===== src/include/csio_cfg.svh =====
// Purpose: Constants for the clocked serial port and its controller
// Assumes: 100 MHz clk
// Notes: Register offsets are byte addresses on the AXI4-Lite side
`ifndef CSIO_CFG_SVH
`define CSIO_CFG_SVH
`define CSIO_MODE_OFF 8'hf6
`define CSIO_SEL_LSB 0
`define CSIO_EN_BIT 2
`define CSIO_RDY_BIT 3
`define CSIO_MODE_RST 8'h00
`define CSIO_CNT_LOAD 3'h7
`define CSIO_BITS 8
`define CSIO_INT_DIV 4
`define CSIO_EXT_MAX_KHZ 250
`define CSIO_CLK_MHZ 100
`define CSIO_EXT_HALF_CYC ((`CSIO_CLK_MHZ * 1000 + 2 * `CSIO_EXT_MAX_KHZ - 1) / (2 * `CSIO_EXT_MAX_KHZ))
`define CSIO_A_CTRL 8'h00
`define CSIO_A_DATA 8'h04
`define CSIO_A_STAT 8'h08
`define CSIO_A_MASK 8'h0c
`define CSIO_A_MODE 8'h10
`define CSIO_A_RX 8'h14
`endif


===== src/include/csio_pkg.sv =====
// Purpose: Types shared by both ends
// Assumes: Nothing
// Notes: Clock source encodings of the mode register
package csio_pkg;
    typedef enum logic [1:0] {
        CSIO_SRC_EXT0 = 2'h0,
        CSIO_SRC_EXT1 = 2'h1,
        CSIO_SRC_TMR = 2'h2,
        CSIO_SRC_SYS = 2'h3
    } csio_src_t;
    typedef enum logic [2:0] {
        CSIO_H_IDLE = 3'h1,
        CSIO_H_LOW = 3'h2,
        CSIO_H_HIGH = 3'h4
    } csio_hst_t;
endpackage : csio_pkg


===== src/include/csio_if.sv =====
// Purpose: Link between serial port and far party
// Assumes: Wire levels resolved by the bench from enables
// Notes: Enables are active low; pins idle high by pull-up
`timescale 1ns/10ps
interface csio_if;
    logic devClkO;
    logic devClkOeN;
    logic devOut;
    logic devOutOeN;
    logic devRdyN;
    logic devRdyOeN;
    logic farClkO;
    logic farClkOeN;
    logic farOut;
    logic farOutOeN;
    logic shiftClkPin;
    logic outPin;
    logic inPin;
    logic readyPin;
    modport dev (
        output devClkO, devClkOeN, devOut, devOutOeN, devRdyN, devRdyOeN,
        input shiftClkPin, inPin
    );
    modport far (
        output farClkO, farClkOeN, farOut, farOutOeN,
        input shiftClkPin, outPin, readyPin
    );
endinterface : csio_if


===== src/design/csio_far.sv =====
// Purpose: Far party: external clock master with AXI4-Lite control
// Assumes: Device set to external clock; pins asynchronous
// Notes: Sends eight pulses per byte, clock idles high
//
// Decided for this implementation: the AXI4-Lite interface to the registers.
`timescale 1ns/10ps
`include "csio_cfg.svh"
module csio_far #(
    parameter int HALF_CYC = `CSIO_EXT_HALF_CYC
) (
    // System
    input wire logic clk,
    input wire logic resetn,
    // AXI4-Lite write
    input wire logic [7:0] s_axi_awaddr,
    input wire logic s_axi_awvalid,
    output logic s_axi_awready,
    input wire logic [31:0] s_axi_wdata,
    input wire logic [3:0] s_axi_wstrb,
    input wire logic s_axi_wvalid,
    output logic s_axi_wready,
    output logic [1:0] s_axi_bresp,
    output logic s_axi_bvalid,
    input wire logic s_axi_bready,
    // AXI4-Lite read
    input wire logic [7:0] s_axi_araddr,
    input wire logic s_axi_arvalid,
    output logic s_axi_arready,
    output logic [31:0] s_axi_rdata,
    output logic [1:0] s_axi_rresp,
    output logic s_axi_rvalid,
    input wire logic s_axi_rready,
    // Interrupt
    output logic irq,
    // Link
    csio_if.far lnk
);
    csio_pkg::csio_hst_t st_r;
    logic [15:0] hcnt_r;
    logic [2:0] bit_r;
    logic [7:0] tx_r;
    logic [7:0] rx_r;
    logic [1:0] stat_r;
    logic [1:0] mask_r;
    logic [1:0] inSync_r;
    logic [1:0] rdySync_r;
    logic awHave_r;
    logic wHave_r;
    logic [7:0] awAddr_r;
    logic [31:0] wData_r;
    logic startReq;
    logic doneEv;
    logic wrDo;

    assign wrDo = awHave_r && wHave_r && !s_axi_bvalid;
    assign startReq = wrDo && awAddr_r == `CSIO_A_DATA && st_r == csio_pkg::CSIO_H_IDLE;
    assign doneEv = st_r == csio_pkg::CSIO_H_HIGH && hcnt_r == 16'h0 && bit_r == 3'h7;

    always_ff @(posedge clk or negedge resetn) begin
        if (!resetn) begin
            inSync_r <= 2'h3;
            rdySync_r <= 2'h3;
        end else begin
            inSync_r <= {inSync_r[0], lnk.outPin};
            rdySync_r <= {rdySync_r[0], lnk.readyPin};
        end
    end

    // Clock master: eight pulses, then idle high
    always_ff @(posedge clk or negedge resetn) begin
        if (!resetn) begin
            st_r <= csio_pkg::CSIO_H_IDLE;
            hcnt_r <= 16'h0;
            bit_r <= 3'h0;
            tx_r <= 8'h00;
            rx_r <= 8'h00;
        end else begin
            case (st_r)
                csio_pkg::CSIO_H_IDLE: begin
                    if (startReq) begin
                        tx_r <= wData_r[7:0];
                        bit_r <= 3'h0;
                        hcnt_r <= 16'(HALF_CYC - 1);
                        st_r <= csio_pkg::CSIO_H_LOW;
                    end
                end
                csio_pkg::CSIO_H_LOW: begin
                    if (hcnt_r == 16'h0) begin
                        rx_r <= {inSync_r[1], rx_r[7:1]};
                        hcnt_r <= 16'(HALF_CYC - 1);
                        st_r <= csio_pkg::CSIO_H_HIGH;
                    end else begin
                        hcnt_r <= hcnt_r - 16'h1;
                    end
                end
                csio_pkg::CSIO_H_HIGH: begin
                    if (hcnt_r != 16'h0) begin
                        hcnt_r <= hcnt_r - 16'h1;
                    end else if (bit_r == 3'h7) begin
                        st_r <= csio_pkg::CSIO_H_IDLE;
                    end else begin
                        bit_r <= bit_r + 3'h1;
                        tx_r <= {1'b1, tx_r[7:1]};
                        hcnt_r <= 16'(HALF_CYC - 1);
                        st_r <= csio_pkg::CSIO_H_LOW;
                    end
                end
                default: st_r <= csio_pkg::CSIO_H_IDLE;
            endcase
        end
    end

    always_ff @(posedge clk or negedge resetn) begin
        if (!resetn) begin
            lnk.farClkO <= 1'b1;
            lnk.farClkOeN <= 1'b0;
            lnk.farOut <= 1'b1;
            lnk.farOutOeN <= 1'b0;
        end else begin
            lnk.farClkO <= st_r != csio_pkg::CSIO_H_LOW;
            lnk.farClkOeN <= 1'b0;
            lnk.farOut <= tx_r[0];
            lnk.farOutOeN <= 1'b0;
        end
    end

    // Status: bit0 byte done, bit1 device ready seen low; W1C, set wins
    always_ff @(posedge clk or negedge resetn) begin
        if (!resetn) begin
            stat_r <= 2'h0;
            mask_r <= 2'h0;
            irq <= 1'b0;
        end else begin
            if (wrDo && awAddr_r == `CSIO_A_STAT) begin
                stat_r <= (stat_r & ~wData_r[1:0]) | {!rdySync_r[1], doneEv};
            end else begin
                stat_r <= stat_r | {!rdySync_r[1], doneEv};
            end
            if (wrDo && awAddr_r == `CSIO_A_MASK) begin
                mask_r <= wData_r[1:0];
            end
            irq <= |(stat_r & mask_r);
        end
    end

    // AXI4-Lite write path
    always_ff @(posedge clk or negedge resetn) begin
        if (!resetn) begin
            awHave_r <= 1'b0;
            wHave_r <= 1'b0;
            awAddr_r <= 8'h00;
            wData_r <= 32'h0;
            s_axi_awready <= 1'b0;
            s_axi_wready <= 1'b0;
            s_axi_bvalid <= 1'b0;
            s_axi_bresp <= 2'h0;
        end else begin
            s_axi_awready <= !awHave_r && !s_axi_awready && s_axi_awvalid;
            s_axi_wready <= !wHave_r && !s_axi_wready && s_axi_wvalid;
            if (s_axi_awvalid && s_axi_awready) begin
                awHave_r <= 1'b1;
                awAddr_r <= {s_axi_awaddr[7:2], 2'h0};
            end
            if (s_axi_wvalid && s_axi_wready) begin
                wHave_r <= 1'b1;
                wData_r <= s_axi_wdata;
            end
            if (wrDo) begin
                awHave_r <= 1'b0;
                wHave_r <= 1'b0;
                s_axi_bvalid <= 1'b1;
                s_axi_bresp <= (awAddr_r > `CSIO_A_RX) ? 2'h2 : 2'h0;
            end else if (s_axi_bvalid && s_axi_bready) begin
                s_axi_bvalid <= 1'b0;
            end
        end
    end

    // AXI4-Lite read path
    always_ff @(posedge clk or negedge resetn) begin
        if (!resetn) begin
            s_axi_arready <= 1'b0;
            s_axi_rvalid <= 1'b0;
            s_axi_rdata <= 32'h0;
            s_axi_rresp <= 2'h0;
        end else begin
            s_axi_arready <= !s_axi_arready && !s_axi_rvalid && s_axi_arvalid;
            if (s_axi_arvalid && s_axi_arready) begin
                s_axi_rvalid <= 1'b1;
                s_axi_rresp <= 2'h0;
                case ({s_axi_araddr[7:2], 2'h0})
                    `CSIO_A_CTRL: s_axi_rdata <= {31'h0, st_r != csio_pkg::CSIO_H_IDLE};
                    `CSIO_A_DATA: s_axi_rdata <= {24'h0, tx_r};
                    `CSIO_A_STAT: s_axi_rdata <= {30'h0, stat_r};
                    `CSIO_A_MASK: s_axi_rdata <= {30'h0, mask_r};
                    `CSIO_A_MODE: s_axi_rdata <= {31'h0, rdySync_r[1]};
                    `CSIO_A_RX: s_axi_rdata <= {24'h0, rx_r};
                    default: begin
                        s_axi_rdata <= 32'h0;
                        s_axi_rresp <= 2'h2;
                    end
                endcase
            end else if (s_axi_rvalid && s_axi_rready) begin
                s_axi_rvalid <= 1'b0;
            end
        end
    end
endmodule : csio_far


===== src/flat_wrapper.sv =====
// flat-port wrapper written by rule: the top's interface ports become plain ports
module csio_far_flat 
#(
    parameter int HALF_CYC = `CSIO_EXT_HALF_CYC
)
  (clk, resetn, s_axi_awaddr, s_axi_awvalid, s_axi_awready, s_axi_wdata, s_axi_wstrb, s_axi_wvalid, s_axi_wready, s_axi_bresp, s_axi_bvalid, s_axi_bready, s_axi_araddr, s_axi_arvalid, s_axi_arready, s_axi_rdata, s_axi_rresp, s_axi_rvalid, s_axi_rready, irq, lnk_farClkO, lnk_farClkOeN, lnk_farOut, lnk_farOutOeN, lnk_shiftClkPin, lnk_outPin, lnk_readyPin);
  csio_if lnk_i ();
  input wire logic clk;
  input wire logic resetn;
  input wire logic [7:0] s_axi_awaddr;
  input wire logic s_axi_awvalid;
  output logic s_axi_awready;
  input wire logic [31:0] s_axi_wdata;
  input wire logic [3:0] s_axi_wstrb;
  input wire logic s_axi_wvalid;
  output logic s_axi_wready;
  output logic [1:0] s_axi_bresp;
  output logic s_axi_bvalid;
  input wire logic s_axi_bready;
  input wire logic [7:0] s_axi_araddr;
  input wire logic s_axi_arvalid;
  output logic s_axi_arready;
  output logic [31:0] s_axi_rdata;
  output logic [1:0] s_axi_rresp;
  output logic s_axi_rvalid;
  input wire logic s_axi_rready;
  output logic irq;
  output wire logic [$bits(lnk_i.farClkO)-1:0] lnk_farClkO;
  output wire logic [$bits(lnk_i.farClkOeN)-1:0] lnk_farClkOeN;
  output wire logic [$bits(lnk_i.farOut)-1:0] lnk_farOut;
  output wire logic [$bits(lnk_i.farOutOeN)-1:0] lnk_farOutOeN;
  input wire logic [$bits(lnk_i.shiftClkPin)-1:0] lnk_shiftClkPin;
  input wire logic [$bits(lnk_i.outPin)-1:0] lnk_outPin;
  input wire logic [$bits(lnk_i.readyPin)-1:0] lnk_readyPin;
  assign lnk_farClkO = lnk_i.farClkO;
  assign lnk_farClkOeN = lnk_i.farClkOeN;
  assign lnk_farOut = lnk_i.farOut;
  assign lnk_farOutOeN = lnk_i.farOutOeN;
  assign lnk_i.shiftClkPin = lnk_shiftClkPin;
  assign lnk_i.outPin = lnk_outPin;
  assign lnk_i.readyPin = lnk_readyPin;
  csio_far #(.HALF_CYC(HALF_CYC)) u_core (.clk(clk), .resetn(resetn), .s_axi_awaddr(s_axi_awaddr), .s_axi_awvalid(s_axi_awvalid), .s_axi_awready(s_axi_awready), .s_axi_wdata(s_axi_wdata), .s_axi_wstrb(s_axi_wstrb), .s_axi_wvalid(s_axi_wvalid), .s_axi_wready(s_axi_wready), .s_axi_bresp(s_axi_bresp), .s_axi_bvalid(s_axi_bvalid), .s_axi_bready(s_axi_bready), .s_axi_araddr(s_axi_araddr), .s_axi_arvalid(s_axi_arvalid), .s_axi_arready(s_axi_arready), .s_axi_rdata(s_axi_rdata), .s_axi_rresp(s_axi_rresp), .s_axi_rvalid(s_axi_rvalid), .s_axi_rready(s_axi_rready), .irq(irq), .lnk(lnk_i));
endmodule

===== config.mk =====
export PLATFORM = sky130hd
export DESIGN_NAME = csio_far_flat
export DESIGN_NICKNAME = d
export VERILOG_FILES = /design/src/include/csio_pkg.sv /design/src/include/csio_if.sv /design/src/design/csio_far.sv /design/src/flat_wrapper.sv
export VERILOG_INCLUDE_DIRS = /design/src /design/src/include
export SDC_FILE = /design/constraint.sdc
export NUM_CORES = 1
export LEC_CHECK = 0
export BUFFER_PORTS_ARGS = -buffer_cell sky130_fd_sc_hd__buf_2
export CORE_MARGIN = 10
export CORE_UTILIZATION = 47
export DETAILED_ROUTE_END_ITERATION = 10
export PLACE_DENSITY = 0.76
export SETUP_SLACK_MARGIN = 0.05
export SLEW_MARGIN = 5
export SYNTH_ARGS = -nofsm -noshare
export SYNTH_HDL_FRONTEND = slang
export SYNTH_SLANG_ARGS = --single-unit
export TNS_END_PERCENT = 100

===== constraint.sdc =====
create_clock -name clk -period 2.2 [get_ports clk]
set_input_delay 0.22 -clock clk [delete_from_list [all_inputs] [get_ports clk]]
set_output_delay 0.22 -clock clk [all_outputs]
set_load 0.05 [all_outputs]

==> metrics.txt <==
setup_tns=-0.0274 ns; post-synth cell types=57; Final Hold Fails=0; antenna viol nets, final=0; Setup Viol. Count Final=7; Final Max Slew Viols=0; Post-Syn Area per Cell=11.7 sq um; Worst setup SP type=register; RSZ-0062 raised after global routing=yes; # diodes=0; Worst VDD drop=0.000793 V; area grow syn2layout=20.8%; RePlAce Congestion=0.819; Starting Density=47.9%; flip-flop cell with the highest count after synthesis=dfrtp_1; Slowest cell on crit path=or4_4; Buf/Inv on CP=1; Yosys top cell by area=dfrtp_1; detailed-route wire length per cell=15.9 microns; Die W=111 microns; total CTS buffers=9; clock transition at the registers of the reported paths=0.08 ns; CTS sink cnt=80; H-tree depth=3; violations in the final reports=negative setup slack; clk buf depth=2; status=finished, violations left; Rows=33; Mapped Area=3910 sq um; Crit Path Class=reg2reg; worst-path cell chain=or3b_4 > or4_4 > o41ai_4 > buf_6 > mux2_4; Core Region=8180 sq um; pin count of the biggest net entering global routing=49; Worst Path Arrival=2.46 ns; grt met3 use=4.22%; Initial DRC Count=164; EDFF count, synth=0; final worst slack=-0.0106 ns; Synth area leaders=dfrtp_1 47%, mux2_2 12%, buf_4 5.4%, dfstp_2 4.7%, nand2_1 1.8%; # port buffers=46; crit-path max FO=8; 1st-pass router iterations=4; Fmax achieved=452 MHz; via count=2923; die area=12400 sq um; Syn Inst Count=334; GR Util All Layers=14.0%; fin crit share=100%; skew final=0.0124 ns; CTS tree=done; antenna violations before repair=0; Total Routed Length=8.50 mm; M2 GR Usage=20.5%; Post-route DRC=0; GRT Residual Overflow=0; Power Density=996 nW/um^2; cell family with most CP delay=simple AND/OR/NAND/NOR gates; worst-skew pair later-pin latency=0.36 ns; Final nets=489; Top Usage Layer GRT=met2; number of global-route vias before repair=2987; share of the synthesized area in the top cell type=46.7%; Yosys warnings=0; critical path data required time=2.44 ns; Slowest Stage Delay on Critical Path=0.55 ns; Worst Setup End Kind=register; most common cell in the netlist=dfrtp_1; Seq cells post-synth=80; Post-synth ARST share=100%; post-place setup slack=-0.115 ns; layout cell share with drive strength beyond 1=39.2%; HP Class=in2reg; clock root cell=clkbuf_8; first-pass GRT wire length=14.6 mm; Chip Height=111 microns; Leak=0.00228 uW; top cells by count, synth=73 x dfrtp_1, 40 x mux2_2, 28 x buf_4; IO Pins=108; # Max-Cap Violations=0; final worst path period need=2.21 ns; dpl hpwl=6.47 mm; global-route track usage on met1=18.5%; Seq/Total Area, Yosys=51.4%; Avg Vias per Cell=5.47
metrics by stage:
step | power (uW) | hold slack (ns) | cells | cell area [sq um] | utilization (%)
6_report | 4710 | 0.0395 | 534 | 4730 | 57.8
5_1_grt | 5010 | 0.0408 | 534 | 4730 | 57.8
4_1_cts | 4710 | 0.0244 | 532 | 4680 | 57.3
3_5_place_dp | 3660 | 0.183 | 508 | 4410 | 53.9
3_3_place_gp | 3590 | 0.179 | 508 | 4410 | 53.9
2_1_floorplan | 3110 | -0.0756 | 361 | 4040 | -
cell families (layout without fill, tap and decap cells):
family                   Yosys count  after routing  synth area share [%]
flip-flops                        80             80                  51.4
AND/OR/NAND/NOR                   99             99                  15.6
other                              1             28                0.0958
adder cells (fa/ha/maj)            3              3                 0.959
multiplexers                      46             46                  13.4
buffers and inverters             51            119                  7.90
AO/OA/AOI/OAI                     54             54                  10.7
metal layers:
metal  wire length, microns  up-vias
met1                   4000     1423
met5                      0        -
li1                       -     1367
met4                    148        0
met2                   3730      118
met3                    620       15
where the power goes:
part / total, uW / switching [uW] / internal [uW]
combinational: 1730 / 962 / 767
clock: 998 / 549 / 449
sequential: 1980 / 225 / 1760
total: 4710 / 1740 / 2970
area by class of cell:
type	instances	area [sq um]
Fill cell	674	3450
Sequential cell	80	2010
Multi-Input combinational cell	230	1770
Timing Repair Buffer	89	579
Clock buffer	11	141
Tap cell	105	131
Inverter	14	57.6
Clock inverter	5	38.8
cells in the final DEF (no fill, tap or decap), types with 10 or more instances in the layout:
master    netlist  routed
conb_1          1      28
dfrtp_1        73      73
inv_1          13      13
nor2_1         13      13
buf_4          28      39
nand2_1        19      19
clkbuf_8        0      10
o21ai_0        13      13
buf_2           0      45
mux2_2         40      33
registers in the layout, indices dropped and copies added (netlist names):
| name | flops |
|---|---|
| u_core.wHave_r | 1 |
| u_core.irq | 1 |
| u_core.lnk.farClkO | 1 |
| u_core.tx_r | 8 |
| u_core.s_axi_wready | 1 |
| u_core.s_axi_rvalid | 1 |
| u_core.rdySync_r | 2 |
| u_core.st_r | 3 |
| u_core.mask_r | 2 |
| u_core.rx_r | 8 |
| u_core.inSync_r | 2 |
| u_core.stat_r | 2 |
| u_core.s_axi_arready | 1 |
| u_core.wData_r | 8 |
| u_core.awAddr_r | 6 |
| u_core.awHave_r | 1 |
| u_core.s_axi_bresp | 1 |
| u_core.s_axi_rresp | 1 |
| u_core.s_axi_awready | 1 |
| u_core.hcnt_r | 16 |
| u_core.s_axi_rdata | 8 |
| u_core.lnk.farOut | 1 |
| u_core.s_axi_bvalid | 1 |
| u_core.bit_r | 3 |
final timing paths:
kind	slack, ns	startpoint	depth (start not counted)	endpoint
worst max-delay path	-0.01	u_core.st_r[0]	5	u_core.tx_r[0]
worst min-delay path	0.04	s_axi_bready	2	u_core.s_axi_bvalid
worst max register to register	-0.01	u_core.st_r[0]	5	u_core.tx_r[0]
worst min register to register	0.36	u_core.inSync_r[0]	0	u_core.inSync_r[1]
max in group asynchronous	1.21	resetn	3	u_core.st_r[0]
min in group asynchronous	0.34	resetn	2	u_core.s_axi_rdata[7]
timing repair:
action / 4_1_cts / 5_1_grt
setup buffers: 5 / 2
hold buffers: 3 / 0
endpoints found under the setup margin: 12 / 30
pin swaps: 3 / 2
resized for setup: 6 / 6
endpoints found under the hold margin: 30 / 0
No activity file was read; power rests on OpenSTA's default activity.
